File: src/hw/dac_ctrl_consts.vh
// Offsets, field positions, reset values, keys and timing counts for the converter control block.
// Assumes inclusion by the design file and the bench; definitions only.
`ifndef DAC_CTRL_CONSTS_VH
`define DAC_CTRL_CONSTS_VH

// ----------------------------------------
// Register byte offsets (APB; single registers one word, channel banks one word per channel)
// ----------------------------------------
`define OFS_CMD_KEY        12'h000
`define OFS_ALERT_STATUS   12'h004
`define OFS_LIVE_STATUS    12'h008
`define OFS_ALERT_MASK     12'h00C
`define OFS_THERM_CTRL     12'h010
`define OFS_SETUP_BASE     12'h020
`define OFS_TARGET_BASE    12'h030
`define OFS_CLEAR_BASE     12'h040
`define OFS_ACTIVE_BASE    12'h050
`define OFS_SELECT_MASK    12'hFF0

// ----------------------------------------
// Command keys
// ----------------------------------------
`define KEY_CLEAR          16'h73D1
`define KEY_LOAD           16'h953A
`define KEY_SWRST1         16'h15FA
`define KEY_SWRST2         16'hAF51

// ----------------------------------------
// Channel setup fields
// ----------------------------------------
`define SETUP_CLEAR_ENABLE       0
`define SETUP_SLEW_EN      1
`define SETUP_STEP_LSB     2
`define SETUP_RATE_LSB     4
`define SETUP_WIDTH        6

// ----------------------------------------
// Slew step sizes (codes)
// ----------------------------------------
`define STEP_0             13'd64
`define STEP_1             13'd120
`define STEP_2             13'd500
`define STEP_3             13'd1820

// ----------------------------------------
// Update rates in kHz and clock rate in kHz
// ----------------------------------------
`define CLK_KHZ            100000
`define RATE0_KHZ          4
`define RATE1_KHZ          64
`define RATE2_KHZ          150
`define RATE3_KHZ          240

// ----------------------------------------
// Alert status bit positions
// ----------------------------------------
`define AL_RESET_SEEN      0
`define AL_CAL_MEM_ERR     1
`define AL_OVER_TEMP       2
`define AL_CH_FAULT_LSB    3
`define AL_WIDTH           15

// ----------------------------------------
// Reset values and timing
// ----------------------------------------
`define RESET_TIME_US      1000
`define ALERT_MASK_RST     15'h0000

`endif

File: src/hw/dac_clear_slew_reset_alert.v
// Converter control: clear key, load strobe, linear slew, resets, alert status and mask.
// Assumes a 100 MHz pclk, an APB master, synchronous inputs and external comparator indications.
//
// The APB register port and the placing of the registers were left to the implementer.
`include "dac_ctrl_consts.vh"

// How it works
// - Clear key loads the stored 13-bit clear value on clear-enabled channels.
// - Channels without clear enable keep their code on the clear key, dropping a load in that cycle.
// - Active code register updates in the cycle the converter code changes.
// - Clear beats a simultaneous load strobe or load key.
// - Slew disabled: target passes to converter in one step.
// - Slew enabled: each update moves by up to 64, 120, 500 or 1820 codes.
// - Slew updates occur at 4, 64, 150 or 240 kHz.
// - Active code register always returns the applied converter code.
// - With slew on, a clear steps toward the clear value.
// - Any reset restores defaults, refreshes calibration, sets outputs high-impedance.
// - Low pulse on reset pin starts a full hardware reset.
// - Software reset only after key 0x15FA then key 0xAF51.
// - Held in reset while power-good reports low supplies.
// - Completed reset cycle sets the reset-seen flag.
// - Register access during reset cycle sets calibration-memory error flag.
// - Over-temperature indication at 110 C sets the over-temp flag.
// - With thermal reset enabled, 140 C indication causes full reset.
// - Alert status bits are sticky, cleared by writing one.
// - Live status reflects conditions directly without latching.
// - Alert output follows latched alerts not masked.
// - Key 0x73D1 is the clear request.
// - Load strobe low or load key moves target codes to converters.
// - Alert output is active low.
module dac_clear_slew_reset_alert #(
  parameter CHANNELS      = 4,
  parameter CODE_W        = 13,
  parameter RESET_CYCLES  = (`RESET_TIME_US * (`CLK_KHZ / 1000))
) (
  input  wire                         pclk,
  input  wire                         presetn,
  input  wire                         psel,
  input  wire                         penable,
  input  wire                         pwrite,
  input  wire [11:0]                  paddr,
  input  wire [31:0]                  pwdata,
  output reg  [31:0]                  prdata,
  output wire                         pready,
  output wire                         pslverr,
  input  wire                         reset_pin_n,
  input  wire                         power_good,
  input  wire                         temp_110,
  input  wire                         temp_140,
  input  wire                         load_strobe_n,
  input  wire [CHANNELS*3-1:0]        channel_fault,
  output reg  [CHANNELS*CODE_W-1:0]   dac_code,
  output reg  [CHANNELS-1:0]          output_hiz,
  output wire                         alert_n,
  output wire                         cal_refresh
);

  // ----------------------------------------
  // Functions
  // ----------------------------------------
  function [12:0] step_of;
    input [1:0] sel;
    begin
      case (sel)
        2'd0:    step_of = `STEP_0;
        2'd1:    step_of = `STEP_1;
        2'd2:    step_of = `STEP_2;
        default: step_of = `STEP_3;
      endcase
    end
  endfunction

  // Divisors truncate, so a rate may run up to 0.2 percent fast
  localparam integer DIV0 = `CLK_KHZ / `RATE0_KHZ;
  localparam integer DIV1 = `CLK_KHZ / `RATE1_KHZ;
  localparam integer DIV2 = `CLK_KHZ / `RATE2_KHZ;
  localparam integer DIV3 = `CLK_KHZ / `RATE3_KHZ;

  function [15:0] div_of;
    input [1:0] sel;
    begin
      case (sel)
        2'd0:    div_of = DIV0[15:0];
        2'd1:    div_of = DIV1[15:0];
        2'd2:    div_of = DIV2[15:0];
        default: div_of = DIV3[15:0];
      endcase
    end
  endfunction

  // Equal codes leave the output still, so an idle engine only runs its divider
  function [12:0] slew_next;
    input [12:0] cur;
    input [12:0] goal;
    input [12:0] step;
    begin
      if (goal > cur) begin
        if (goal - cur <= step)
          slew_next = goal;
        else
          slew_next = cur + step;
      end else if (goal < cur) begin
        if (cur - goal <= step)
          slew_next = goal;
        else
          slew_next = cur - step;
      end else begin
        slew_next = cur;
      end
    end
  endfunction

  // ----------------------------------------
  // Reset sequencer
  // ----------------------------------------
  localparam [2:0] ST_RESET = 3'b001;
  localparam [2:0] ST_CAL   = 3'b010;
  localparam [2:0] ST_RUN   = 3'b100;

  reg  [2:0]  state_reg;
  reg  [31:0] rst_cnt_reg;
  reg         swrst_armed_reg;
  reg         soft_reset_reg;
  reg         therm_en_reg;
  reg         cal_access_reg;
  reg         reset_done_reg;
  wire        therm_reset;
  wire        pin_reset;
  wire        supply_reset;
  wire        int_reset;
  wire        running;
  wire        wr_en;
  wire        rd_en;

  assign therm_reset  = therm_en_reg & temp_140;
  assign pin_reset    = ~reset_pin_n;
  assign supply_reset = ~power_good;
  // Internal resets act through the synchronous path so no flop is reset from logic asynchronously
  assign int_reset    = pin_reset | supply_reset | soft_reset_reg | therm_reset;
  assign running      = state_reg == ST_RUN;
  assign cal_refresh  = state_reg == ST_CAL;
  assign wr_en        = psel & penable & pwrite;
  // Read data is fetched in the setup cycle so it already stands in the access phase
  assign rd_en        = psel & ~penable & ~pwrite;
  assign pready       = 1'b1;
  assign pslverr      = 1'b0;

  always @(posedge pclk or negedge presetn) begin
    if (!presetn) begin
      state_reg      <= ST_RESET;
      rst_cnt_reg    <= 32'd0;
      reset_done_reg <= 1'b0;
    end else if (int_reset) begin
      state_reg      <= ST_RESET;
      rst_cnt_reg    <= 32'd0;
      reset_done_reg <= 1'b0;
    end else begin
      reset_done_reg <= 1'b0;
      case (state_reg)
        ST_RESET: state_reg <= ST_CAL;
        // The refresh window spans exactly RESET_CYCLES edges in this state
        ST_CAL: begin
          if (rst_cnt_reg >= RESET_CYCLES - 1) begin
            state_reg      <= ST_RUN;
            reset_done_reg <= 1'b1;
          end else begin
            rst_cnt_reg <= rst_cnt_reg + 32'd1;
          end
        end
        ST_RUN:   state_reg <= ST_RUN;
        default:  state_reg <= ST_RESET;
      endcase
    end
  end

  // ----------------------------------------
  // Register decode
  // ----------------------------------------
  wire        reg_wr;
  wire [11:0] page;
  wire        hit_key;
  wire        hit_alert;
  wire        hit_mask;
  wire        hit_therm;
  wire        hit_setup;
  wire        hit_target;
  wire        hit_clear;

  // Writes are dropped until the reset cycle ends, so a refresh cannot be disturbed
  assign reg_wr     = wr_en & running;
  assign page       = paddr & `OFS_SELECT_MASK;
  assign hit_key    = reg_wr & (paddr == `OFS_CMD_KEY);
  assign hit_alert  = reg_wr & (paddr == `OFS_ALERT_STATUS);
  assign hit_mask   = reg_wr & (paddr == `OFS_ALERT_MASK);
  assign hit_therm  = reg_wr & (paddr == `OFS_THERM_CTRL);
  assign hit_setup  = reg_wr & (page == `OFS_SETUP_BASE);
  assign hit_target = reg_wr & (page == `OFS_TARGET_BASE);
  assign hit_clear  = reg_wr & (page == `OFS_CLEAR_BASE);

  // ----------------------------------------
  // Command keys
  // ----------------------------------------
  wire        key_wr;
  wire        clear_cmd;
  wire        load_key;

  assign key_wr    = hit_key;
  assign clear_cmd = key_wr & (pwdata[15:0] == `KEY_CLEAR);
  assign load_key  = key_wr & (pwdata[15:0] == `KEY_LOAD);

  always @(posedge pclk or negedge presetn) begin
    if (!presetn) begin
      swrst_armed_reg <= 1'b0;
      soft_reset_reg  <= 1'b0;
    end else begin
      soft_reset_reg <= 1'b0;
      if (int_reset) begin
        swrst_armed_reg <= 1'b0;
      end else if (key_wr) begin
        // Any other key breaks the pair, so a stray second key cannot reset the part
        swrst_armed_reg <= (pwdata[15:0] == `KEY_SWRST1);
        soft_reset_reg  <= swrst_armed_reg & (pwdata[15:0] == `KEY_SWRST2);
      end
    end
  end

  // ----------------------------------------
  // Channel registers and slew engines
  // ----------------------------------------
  reg  [`SETUP_WIDTH-1:0] setup_reg  [0:CHANNELS-1];
  reg  [CODE_W-1:0]       target_reg [0:CHANNELS-1];
  reg  [CODE_W-1:0]       clear_reg  [0:CHANNELS-1];
  reg  [CODE_W-1:0]       goal_reg   [0:CHANNELS-1];
  // One divider per channel, so channels on different rates never share a tick
  reg  [15:0]             div_reg    [0:CHANNELS-1];
  wire                    load_now;
  wire [3:0]              ch_sel;
  integer                 i;

  assign load_now = ~load_strobe_n | load_key;
  assign ch_sel   = {2'b00, paddr[3:2]};

  always @(posedge pclk or negedge presetn) begin
    if (!presetn) begin
      for (i = 0; i < CHANNELS; i = i + 1) begin
        setup_reg[i]  <= {`SETUP_WIDTH{1'b0}};
        target_reg[i] <= {CODE_W{1'b0}};
        clear_reg[i]  <= {CODE_W{1'b0}};
        goal_reg[i]   <= {CODE_W{1'b0}};
        div_reg[i]    <= 16'h0000;
        dac_code[i*CODE_W +: CODE_W] <= {CODE_W{1'b0}};
      end
      output_hiz <= {CHANNELS{1'b1}};
    end else if (int_reset) begin
      for (i = 0; i < CHANNELS; i = i + 1) begin
        setup_reg[i]  <= {`SETUP_WIDTH{1'b0}};
        target_reg[i] <= {CODE_W{1'b0}};
        clear_reg[i]  <= {CODE_W{1'b0}};
        goal_reg[i]   <= {CODE_W{1'b0}};
        div_reg[i]    <= 16'h0000;
        dac_code[i*CODE_W +: CODE_W] <= {CODE_W{1'b0}};
      end
      output_hiz <= {CHANNELS{1'b1}};
    end else if (running) begin
      for (i = 0; i < CHANNELS; i = i + 1) begin
        if (ch_sel == i[3:0]) begin
          if (hit_setup) begin
            setup_reg[i]  <= pwdata[`SETUP_WIDTH-1:0];
            output_hiz[i] <= 1'b0;
          end
          if (hit_target)
            target_reg[i] <= pwdata[CODE_W-1:0];
          if (hit_clear)
            clear_reg[i]  <= pwdata[CODE_W-1:0];
        end
        // Clear checked first so it wins over a strobe in the same cycle
        if (clear_cmd) begin
          if (setup_reg[i][`SETUP_CLEAR_ENABLE])
            goal_reg[i] <= clear_reg[i];
        end else if (load_now) begin
          goal_reg[i] <= target_reg[i];
        end
        if (!setup_reg[i][`SETUP_SLEW_EN]) begin
          // One-step path: converter and readback share one register
          if (clear_cmd) begin
            if (setup_reg[i][`SETUP_CLEAR_ENABLE])
              dac_code[i*CODE_W +: CODE_W] <= clear_reg[i];
          end else if (load_now) begin
            dac_code[i*CODE_W +: CODE_W] <= target_reg[i];
          end
          div_reg[i] <= 16'h0000;
        end else if (div_reg[i] >= div_of(setup_reg[i][`SETUP_RATE_LSB +: 2]) - 16'd1) begin
          div_reg[i] <= 16'h0000;
          dac_code[i*CODE_W +: CODE_W] <= slew_next(dac_code[i*CODE_W +: CODE_W], goal_reg[i],
            step_of(setup_reg[i][`SETUP_STEP_LSB +: 2]));
        end else begin
          div_reg[i] <= div_reg[i] + 16'd1;
        end
      end
    end
  end

  // ----------------------------------------
  // Alert status, mask and thermal control
  // ----------------------------------------
  reg  [`AL_WIDTH-1:0] alert_reg;
  reg  [`AL_WIDTH-1:0] mask_reg;
  wire [`AL_WIDTH-1:0] live;
  wire [`AL_WIDTH-1:0] clr_bits;

  assign live     = {channel_fault, temp_110, 1'b0, 1'b0};
  assign clr_bits = hit_alert ? pwdata[`AL_WIDTH-1:0]
                              : {`AL_WIDTH{1'b0}};
  assign alert_n  = ~|(alert_reg & ~mask_reg);

  always @(posedge pclk or negedge presetn) begin
    if (!presetn) begin
      cal_access_reg <= 1'b0;
    end else if (running) begin
      cal_access_reg <= 1'b0;
    end else if (psel & penable) begin
      cal_access_reg <= 1'b1;
    end
  end

  always @(posedge pclk or negedge presetn) begin
    if (!presetn) begin
      alert_reg    <= {`AL_WIDTH{1'b0}};
      mask_reg     <= `ALERT_MASK_RST;
      therm_en_reg <= 1'b0;
    end else if (int_reset) begin
      alert_reg    <= {`AL_WIDTH{1'b0}};
      mask_reg     <= `ALERT_MASK_RST;
      therm_en_reg <= 1'b0;
    end else begin
      // Set wins over a write-one clear in the same cycle
      alert_reg <= (alert_reg & ~clr_bits) | live;
      if (reset_done_reg) begin
        alert_reg[`AL_RESET_SEEN]  <= 1'b1;
        alert_reg[`AL_CAL_MEM_ERR] <= cal_access_reg | (alert_reg[`AL_CAL_MEM_ERR] & ~clr_bits[`AL_CAL_MEM_ERR]);
      end
      if (hit_mask)
        mask_reg <= pwdata[`AL_WIDTH-1:0];
      if (hit_therm)
        therm_en_reg <= pwdata[0];
    end
  end

  // ----------------------------------------
  // Read mux
  // ----------------------------------------
  always @(posedge pclk or negedge presetn) begin
    if (!presetn) begin
      prdata <= 32'h00000000;
    end else if (rd_en) begin
      prdata <= 32'h00000000;
      case (page)
        `OFS_SETUP_BASE:  prdata <= {{(32-`SETUP_WIDTH){1'b0}}, setup_reg[ch_sel[1:0]]};
        `OFS_TARGET_BASE: prdata <= {{(32-CODE_W){1'b0}}, target_reg[ch_sel[1:0]]};
        `OFS_CLEAR_BASE:  prdata <= {{(32-CODE_W){1'b0}}, clear_reg[ch_sel[1:0]]};
        `OFS_ACTIVE_BASE: prdata <= {{(32-CODE_W){1'b0}}, dac_code[ch_sel[1:0]*CODE_W +: CODE_W]};
        default: begin
          if (paddr == `OFS_ALERT_STATUS) prdata <= {{(32-`AL_WIDTH){1'b0}}, alert_reg};
          if (paddr == `OFS_LIVE_STATUS)  prdata <= {{(32-`AL_WIDTH){1'b0}}, live};
          if (paddr == `OFS_ALERT_MASK)   prdata <= {{(32-`AL_WIDTH){1'b0}}, mask_reg};
          if (paddr == `OFS_THERM_CTRL)   prdata <= {31'h00000000, therm_en_reg};
        end
      endcase
    end
  end

endmodule

File: config.mk
export PLATFORM = sky130hd
export DESIGN_NAME = dac_clear_slew_reset_alert
export DESIGN_NICKNAME = d
export VERILOG_FILES = /design/src/hw/dac_clear_slew_reset_alert.v
export VERILOG_INCLUDE_DIRS = /design/src /design/src/hw
export SDC_FILE = /design/constraint.sdc
export NUM_CORES = 1
export LEC_CHECK = 0
export BUFFER_PORTS_ARGS = -buffer_cell sky130_fd_sc_hd__buf_2
export CAP_MARGIN = 10
export CORE_UTILIZATION = 30
export DETAILED_ROUTE_END_ITERATION = 12
export RECOVER_POWER = 100
export SYNTH_ARGS = -nofsm -noshare
export SYNTH_HDL_FRONTEND = slang
export SYNTH_SLANG_ARGS = --single-unit
File: constraint.sdc
create_clock -name pclk -period 6.55 [get_ports pclk]
set_input_delay 0.3275 -clock pclk [delete_from_list [all_inputs] [get_ports pclk]]
set_output_delay 0.3275 -clock pclk [all_outputs]
set_load 0.01 [all_outputs]
### Yosys cells after proc, flatten, opt, wreduce, memory -nomap -nowiden

Cells that the tools add are included.

* register bits: 402
* bits of input ports: 66

* $mul: 1
* reduce and logical (&&, ||, !) cells: 51
* order comparisons: 22
* shift-type cells: 1
* bitwise gates (word level): 34
* add/sub/neg operators: 25
* mux-type cells: 150
* eq/ne operators: 52

Operators by type and width (number)
* $mux 13: 66
* $mux 52: 8
* $mux 16: 20
* $mux 32: 6
* $pmux 15 s3: 4
* $sub 13x13->13: 12
* $pmux 11 s3: 4
* $mux 64: 2
* $pmux 32 s4: 1
* $le 13x13->1: 8
* $mux 15: 5
* $add 16x1->16 const B: 4
* $ge 16x16->1: 4
* $sub 16x1->16 const B: 4
* $add 13x13->13: 4
* $bmux 13 s2: 2
* $gt 13x13->1: 4
* $lt 13x13->1: 4
* $shiftx 52x7->13: 1
* $mux 24: 2
* $reduce_and 3->1: 16
* $mux 6: 7
* $add 32x1->32 const B: 1
* $eq 16x16->1 const B: 2
* 42 further kinds: 145

### Logic depth before layout (Yosys ltp)

* word-level depth: 19
* depth in mapped cells: 22

### Worst setup path after synthesis

No wires, ideal clock.

* kind: reg2reg
* from: reg dac_code[27]
* to: reg dac_code[28]
* required time: 6.454 ns
* period minus slack after synthesis: 4.482 ns
* stages on the path, launching flop included: 21
* buffers on the path: 0
* slack: 2.068 ns
* arrival time: 4.387 ns
* path through: dfrtp_1 > inv_1 > ha_1 > nor2b_1 > o21a_1 > o21a_1 > o32a_1 > a21oi_1 > nor2b_1 > o21a_1 > nor2_1 > xnor2_1 > ha_1 > nand2_1 > or2_2 > a21oi_1 > a2111oi_0 > o22a_1 > a22oi_1 > mux2_2 > o31ai_1

* cells in the longest elaborated chain, start to end: 9

Ends and longest elaborated chain
* start, declared: line dac_clear_slew_reset_alert.v:52 `output reg [CHANNELS*CODE_W-1:0] dac_code,`
* start signal, assigned by index: line dac_clear_slew_reset_alert.v:251 `dac_code[i*CODE_W +: CODE_W] <= {CODE_W{1'b0}};`
* start signal, assigned by index: line dac_clear_slew_reset_alert.v:261 `dac_code[i*CODE_W +: CODE_W] <= {CODE_W{1'b0}};`
* start signal, assigned by index: line dac_clear_slew_reset_alert.v:287 `dac_code[i*CODE_W +: CODE_W] <= clear_reg[i];`
* $sub 13x13->13: line dac_clear_slew_reset_alert.v:103 `if (cur - goal <= step)`
* $le 13x13->1: line dac_clear_slew_reset_alert.v:103
* $mux 13: line dac_clear_slew_reset_alert.v:103
* $mux 13: line dac_clear_slew_reset_alert.v:102 `end else if (goal < cur) begin`
* $mux 13: line dac_clear_slew_reset_alert.v:97 `if (goal > cur) begin`
* $mux 13: line dac_clear_slew_reset_alert.v:292 `` end else if (div_reg[i] >= div_of(setup_reg[i][`SETUP_RATE_LSB +: 2]) - 16'd1) begin ``
* $mux 13: line dac_clear_slew_reset_alert.v:283 `` if (!setup_reg[i][`SETUP_SLEW_EN]) begin ``
* $mux 52: line dac_clear_slew_reset_alert.v:264 `end else if (running) begin`
* $mux 52: line dac_clear_slew_reset_alert.v:254 `end else if (int_reset) begin`

Parallel ways exist; a longest one is shown, timed or not. The select of a mux whose other input is x is not followed.
A chain may end at the register's enable or synchronous reset.

### Final worst setup path

* from: reg therm_en_reg
* to: reg setup_reg[18] in the netlist's numbering

* cells in the longest elaborated chain, start to end: 4

Ends and longest elaborated chain
* start, declared: line dac_clear_slew_reset_alert.v:124 `reg therm_en_reg;`
* start signal, assigned: line dac_clear_slew_reset_alert.v:345 `therm_en_reg <= pwdata[0];`
* $and 1x1->1 (*): line dac_clear_slew_reset_alert.v:135 `assign therm_reset = therm_en_reg & temp_140;`
* $or 1x1->1 (*): line dac_clear_slew_reset_alert.v:139 `assign int_reset = pin_reset | supply_reset | soft_reset_reg | therm_reset;`
* $reduce_bool 2->1 (no source line)
* $reduce_and 3->1 (no source line)
* end signal, assigned by index: line dac_clear_slew_reset_alert.v:246 `` setup_reg[i] <= {`SETUP_WIDTH{1'b0}}; ``
* end signal, assigned by index: line dac_clear_slew_reset_alert.v:256 `` setup_reg[i] <= {`SETUP_WIDTH{1'b0}}; ``
* end signal, assigned by index: line dac_clear_slew_reset_alert.v:268 `` setup_reg[i] <= pwdata[`SETUP_WIDTH-1:0]; ``
* end, declared: line dac_clear_slew_reset_alert.v:230 `` reg [`SETUP_WIDTH-1:0] setup_reg [0:CHANNELS-1]; ``

Mark *: on every way between the ends. The rest lies on a longest branch, timed or not.

==> results.ini <==
[synth]
synthSimpleGateAreaFrac_pct = 17.3
ys_ff_latch = 385
async_flop_share_pct = 100
ys.flop_type = dfrtp_1
ys.warnings.count = 0
synthCells = 3422
synthXorXnorAreaFrac_pct = 2.94
synth.area.top_cells = dfrtp_1 32%, ha_1 14%, o21ai_0 5.2%
syn_area_per_cell_um2 = 8.78
yosysSeqAreaShare_pct = 32.1
synth.distinct_cells = 92
synth-adder-area-share_pct = 14.7
synth_top_cell_by_area = dfrtp_1
synthMuxAreaShare_pct = 6.18
syn_area_um2 = 30100
synth_compound_area_share_pct = 21.4
synth_top_family_by_area = compound AO/OA/AOI/OAI gates
synth.top_cell.area_share_pct = 31.6
synth_commonest_cells = 380 x dfrtp_1, 341 x ha_1, 334 x nand2_1
synth_edf_count = 0
yosysMostFrequentCell = dfrtp_1

[worst_setup_path]
cp-end-kind = flip-flop
reg2reg_depth = 6
worstSetupStartpointType = flip-flop
path_class = flip-flop to flip-flop
reg2reg_slack_ns = 0.70
cp.arrival_ns = 6.32
cp.required_ns = 7.02
r2r_end = setup_reg[18]
r2r-start = therm_en_reg
path_max_fanout = 65

[cells_and_area]
layout-drive-gt1-share_pct = 6.55
nets = 3908
num-fill-cells = 10194
area_delta_synth_final_pct = 11.3
largest_reg_flops = 64
stdcell_area_um2 = 33400
final_cells = 4817

[die]
die_h_um = 319
die_x_um = 319
placementRows = 115
die_area_um2 = 101000
boundaryPins = 158
start_util_pct = 30.4
coreArea_um2 = 98900

[worst_hold_path]
min_from = pwdata[13]
hold_end = mask_reg[13]
min_path_cells = 2
hold_path.class = primary input to flip-flop

[clock_network]
cts.sinks = 385
clk_latency_ns = 0.61
cts_buffer_depth = 3
clockRootBuffer = clkbuf_16
path_clk_slew_ns = 0.06
cts_made_buffers = 44
htree_levels = 2
cts_tree = yes
post_cts_buffers = 0
ctsResizeCount = 0

[timing]
timing.hold.ws_ns = 0.0271
worst_pin_slew_ns = 4.32
fin_crit_sh_pct = 89.3
finalSetupViolCount = 0
slew_violations = 339
setup-tns-final_ns = 0
period_needed_ns = 5.85
rsz0062_at_grt = no
max_freq_mhz = 171
hold_viol = 0
clock_skew_ns = 0.0259
slew-limit-headroom_pct = -188

[routing]
drcViolationCount = 0
wire_per_inst_um = 20.0
drt_iter0_markers = 2310
drtPass1Iterations = 7
top_layer = met5
wl_met3_mm = 6.71
wl_met1_mm = 43.8
wl_mm = 96.6
via_per_inst = 5.40
ant_nets = 0
detailroute.wirelength.met2_mm = 42.9
vias = 26004

[pwr]
irDropWorstVdd_mv = 0.168
total_leakage_power_nw = 14.3
power.total_mw = 8.28
p_per_area_nw_per_um2 = 248

[placed_design]
gp_congestion = 0.906
dpl.cell_count = 4720
place_area_um2 = 32000
io_buffers = 122
dp_hpwl_mm = 72.1

[grt]
grt_max_degree = 125
overflow = 0
antenna_found_initial = 9
grt_pass1_vias = 24696
grt_pass1_wl_mm = 149
grt_util_all_layers_pct = 18.6

[flow_run]
cap_viol_max_count = 9

[status]
violations = max-capacitance violations, max-slew violations
outcome = finished, violations left

worst max path at each step:
stage | cells past startpoint | start | slack, ns | endpoint
5_1_grt | 9 | therm_en_reg | 0.56 | dac_code[3]
4_1_cts | 21 | dac_code[16] | 1.48 | dac_code[25]
2_1_floorplan | 20 | dac_code[27] | 2.07 | dac_code[28]
3_3_place_gp | 21 | dac_code[16] | 1.51 | dac_code[25]
6_report | 6 | therm_en_reg | 0.70 | setup_reg[18]
3_5_place_dp | 21 | dac_code[16] | 1.51 | dac_code[25]
logic make-up after synthesis:
kind of cell	count (synthesis)
buf+inv	405
flops	385
other cells	2
simple gates	1058
mux	128
fa+ha+maj	349
compound gates	994
xor+xnor	101
where the power goes:
group          internal [mW]  total, mW  switching (mW)
clock                   1.52       2.59            1.07
combinational           1.20       3.04            1.84
sequential              2.47       2.65           0.181
total                   5.19       8.28            3.09
critical path: stages, from the launching register on:
cell	delay, ns
dfrtp_1	0.48
nand2_1	0.11
nand4b_1	0.10
clkbuf_1	2.43
nor2_1	0.42
a21oi_1	1.67
mux2_2	0.45
repair_timing:
action / 4_1_cts / 5_1_grt
endpoints found under the hold margin: 83 / 0
hold buffers: 14 / 0
setup endpoints to repair: 0 / 0
area by class of cell:
type                            instances  area (µm²)  share of cell area, %
Inverter                              223         837                   2.50
Multi-Input combinational cell       2665       18900                   56.7
Tap cell                             1287        1610                   4.82
Timing Repair Buffer                  174         893                   2.67
Antenna cell                            1        2.50                0.00748
Clock inverter                         14         185                  0.554
Sequential cell                       385        9640                   28.8
Clock buffer                           68        1320                   3.95
cells in the final DEF, fill, tap and decap left out, types with 46 or more instances in the layout:
cell      netlist  layout
and3_1         54      54
o21ai_0       312     322
nor2_1        230     229
dfrtp_1       380     380
nor2b_1        56      56
xnor2_1        68      68
clkbuf_1      137     105
nand2b_1       83      83
o31ai_1        66      66
mux2i_1        73      73
nor3_1         58      59
ha_1          341     341
a211oi_1       46      46
nand2_1       334     334
inv_1         221     222
nand3_1        70      70
a21oi_1       159     155
o21a_1         58      58
per-layer routing:
layer | GRT usage, % | up-vias
met3 | 3.45 | 170
li1 | - | 12475
met4 | 5.87 | 6
met5 | 0 | -
met2 | 29.4 | 821
met1 | 25.6 | 12532
metrics by stage:
step	util [%]	setup WS (ns)
global route	33.8	0.557
global placement	32.4	1.51
CTS	34.1	1.48
finish	33.8	0.701
floorplan	-	2.07
detailed placement	32.4	1.51
(Power assumes the default switching activity.)
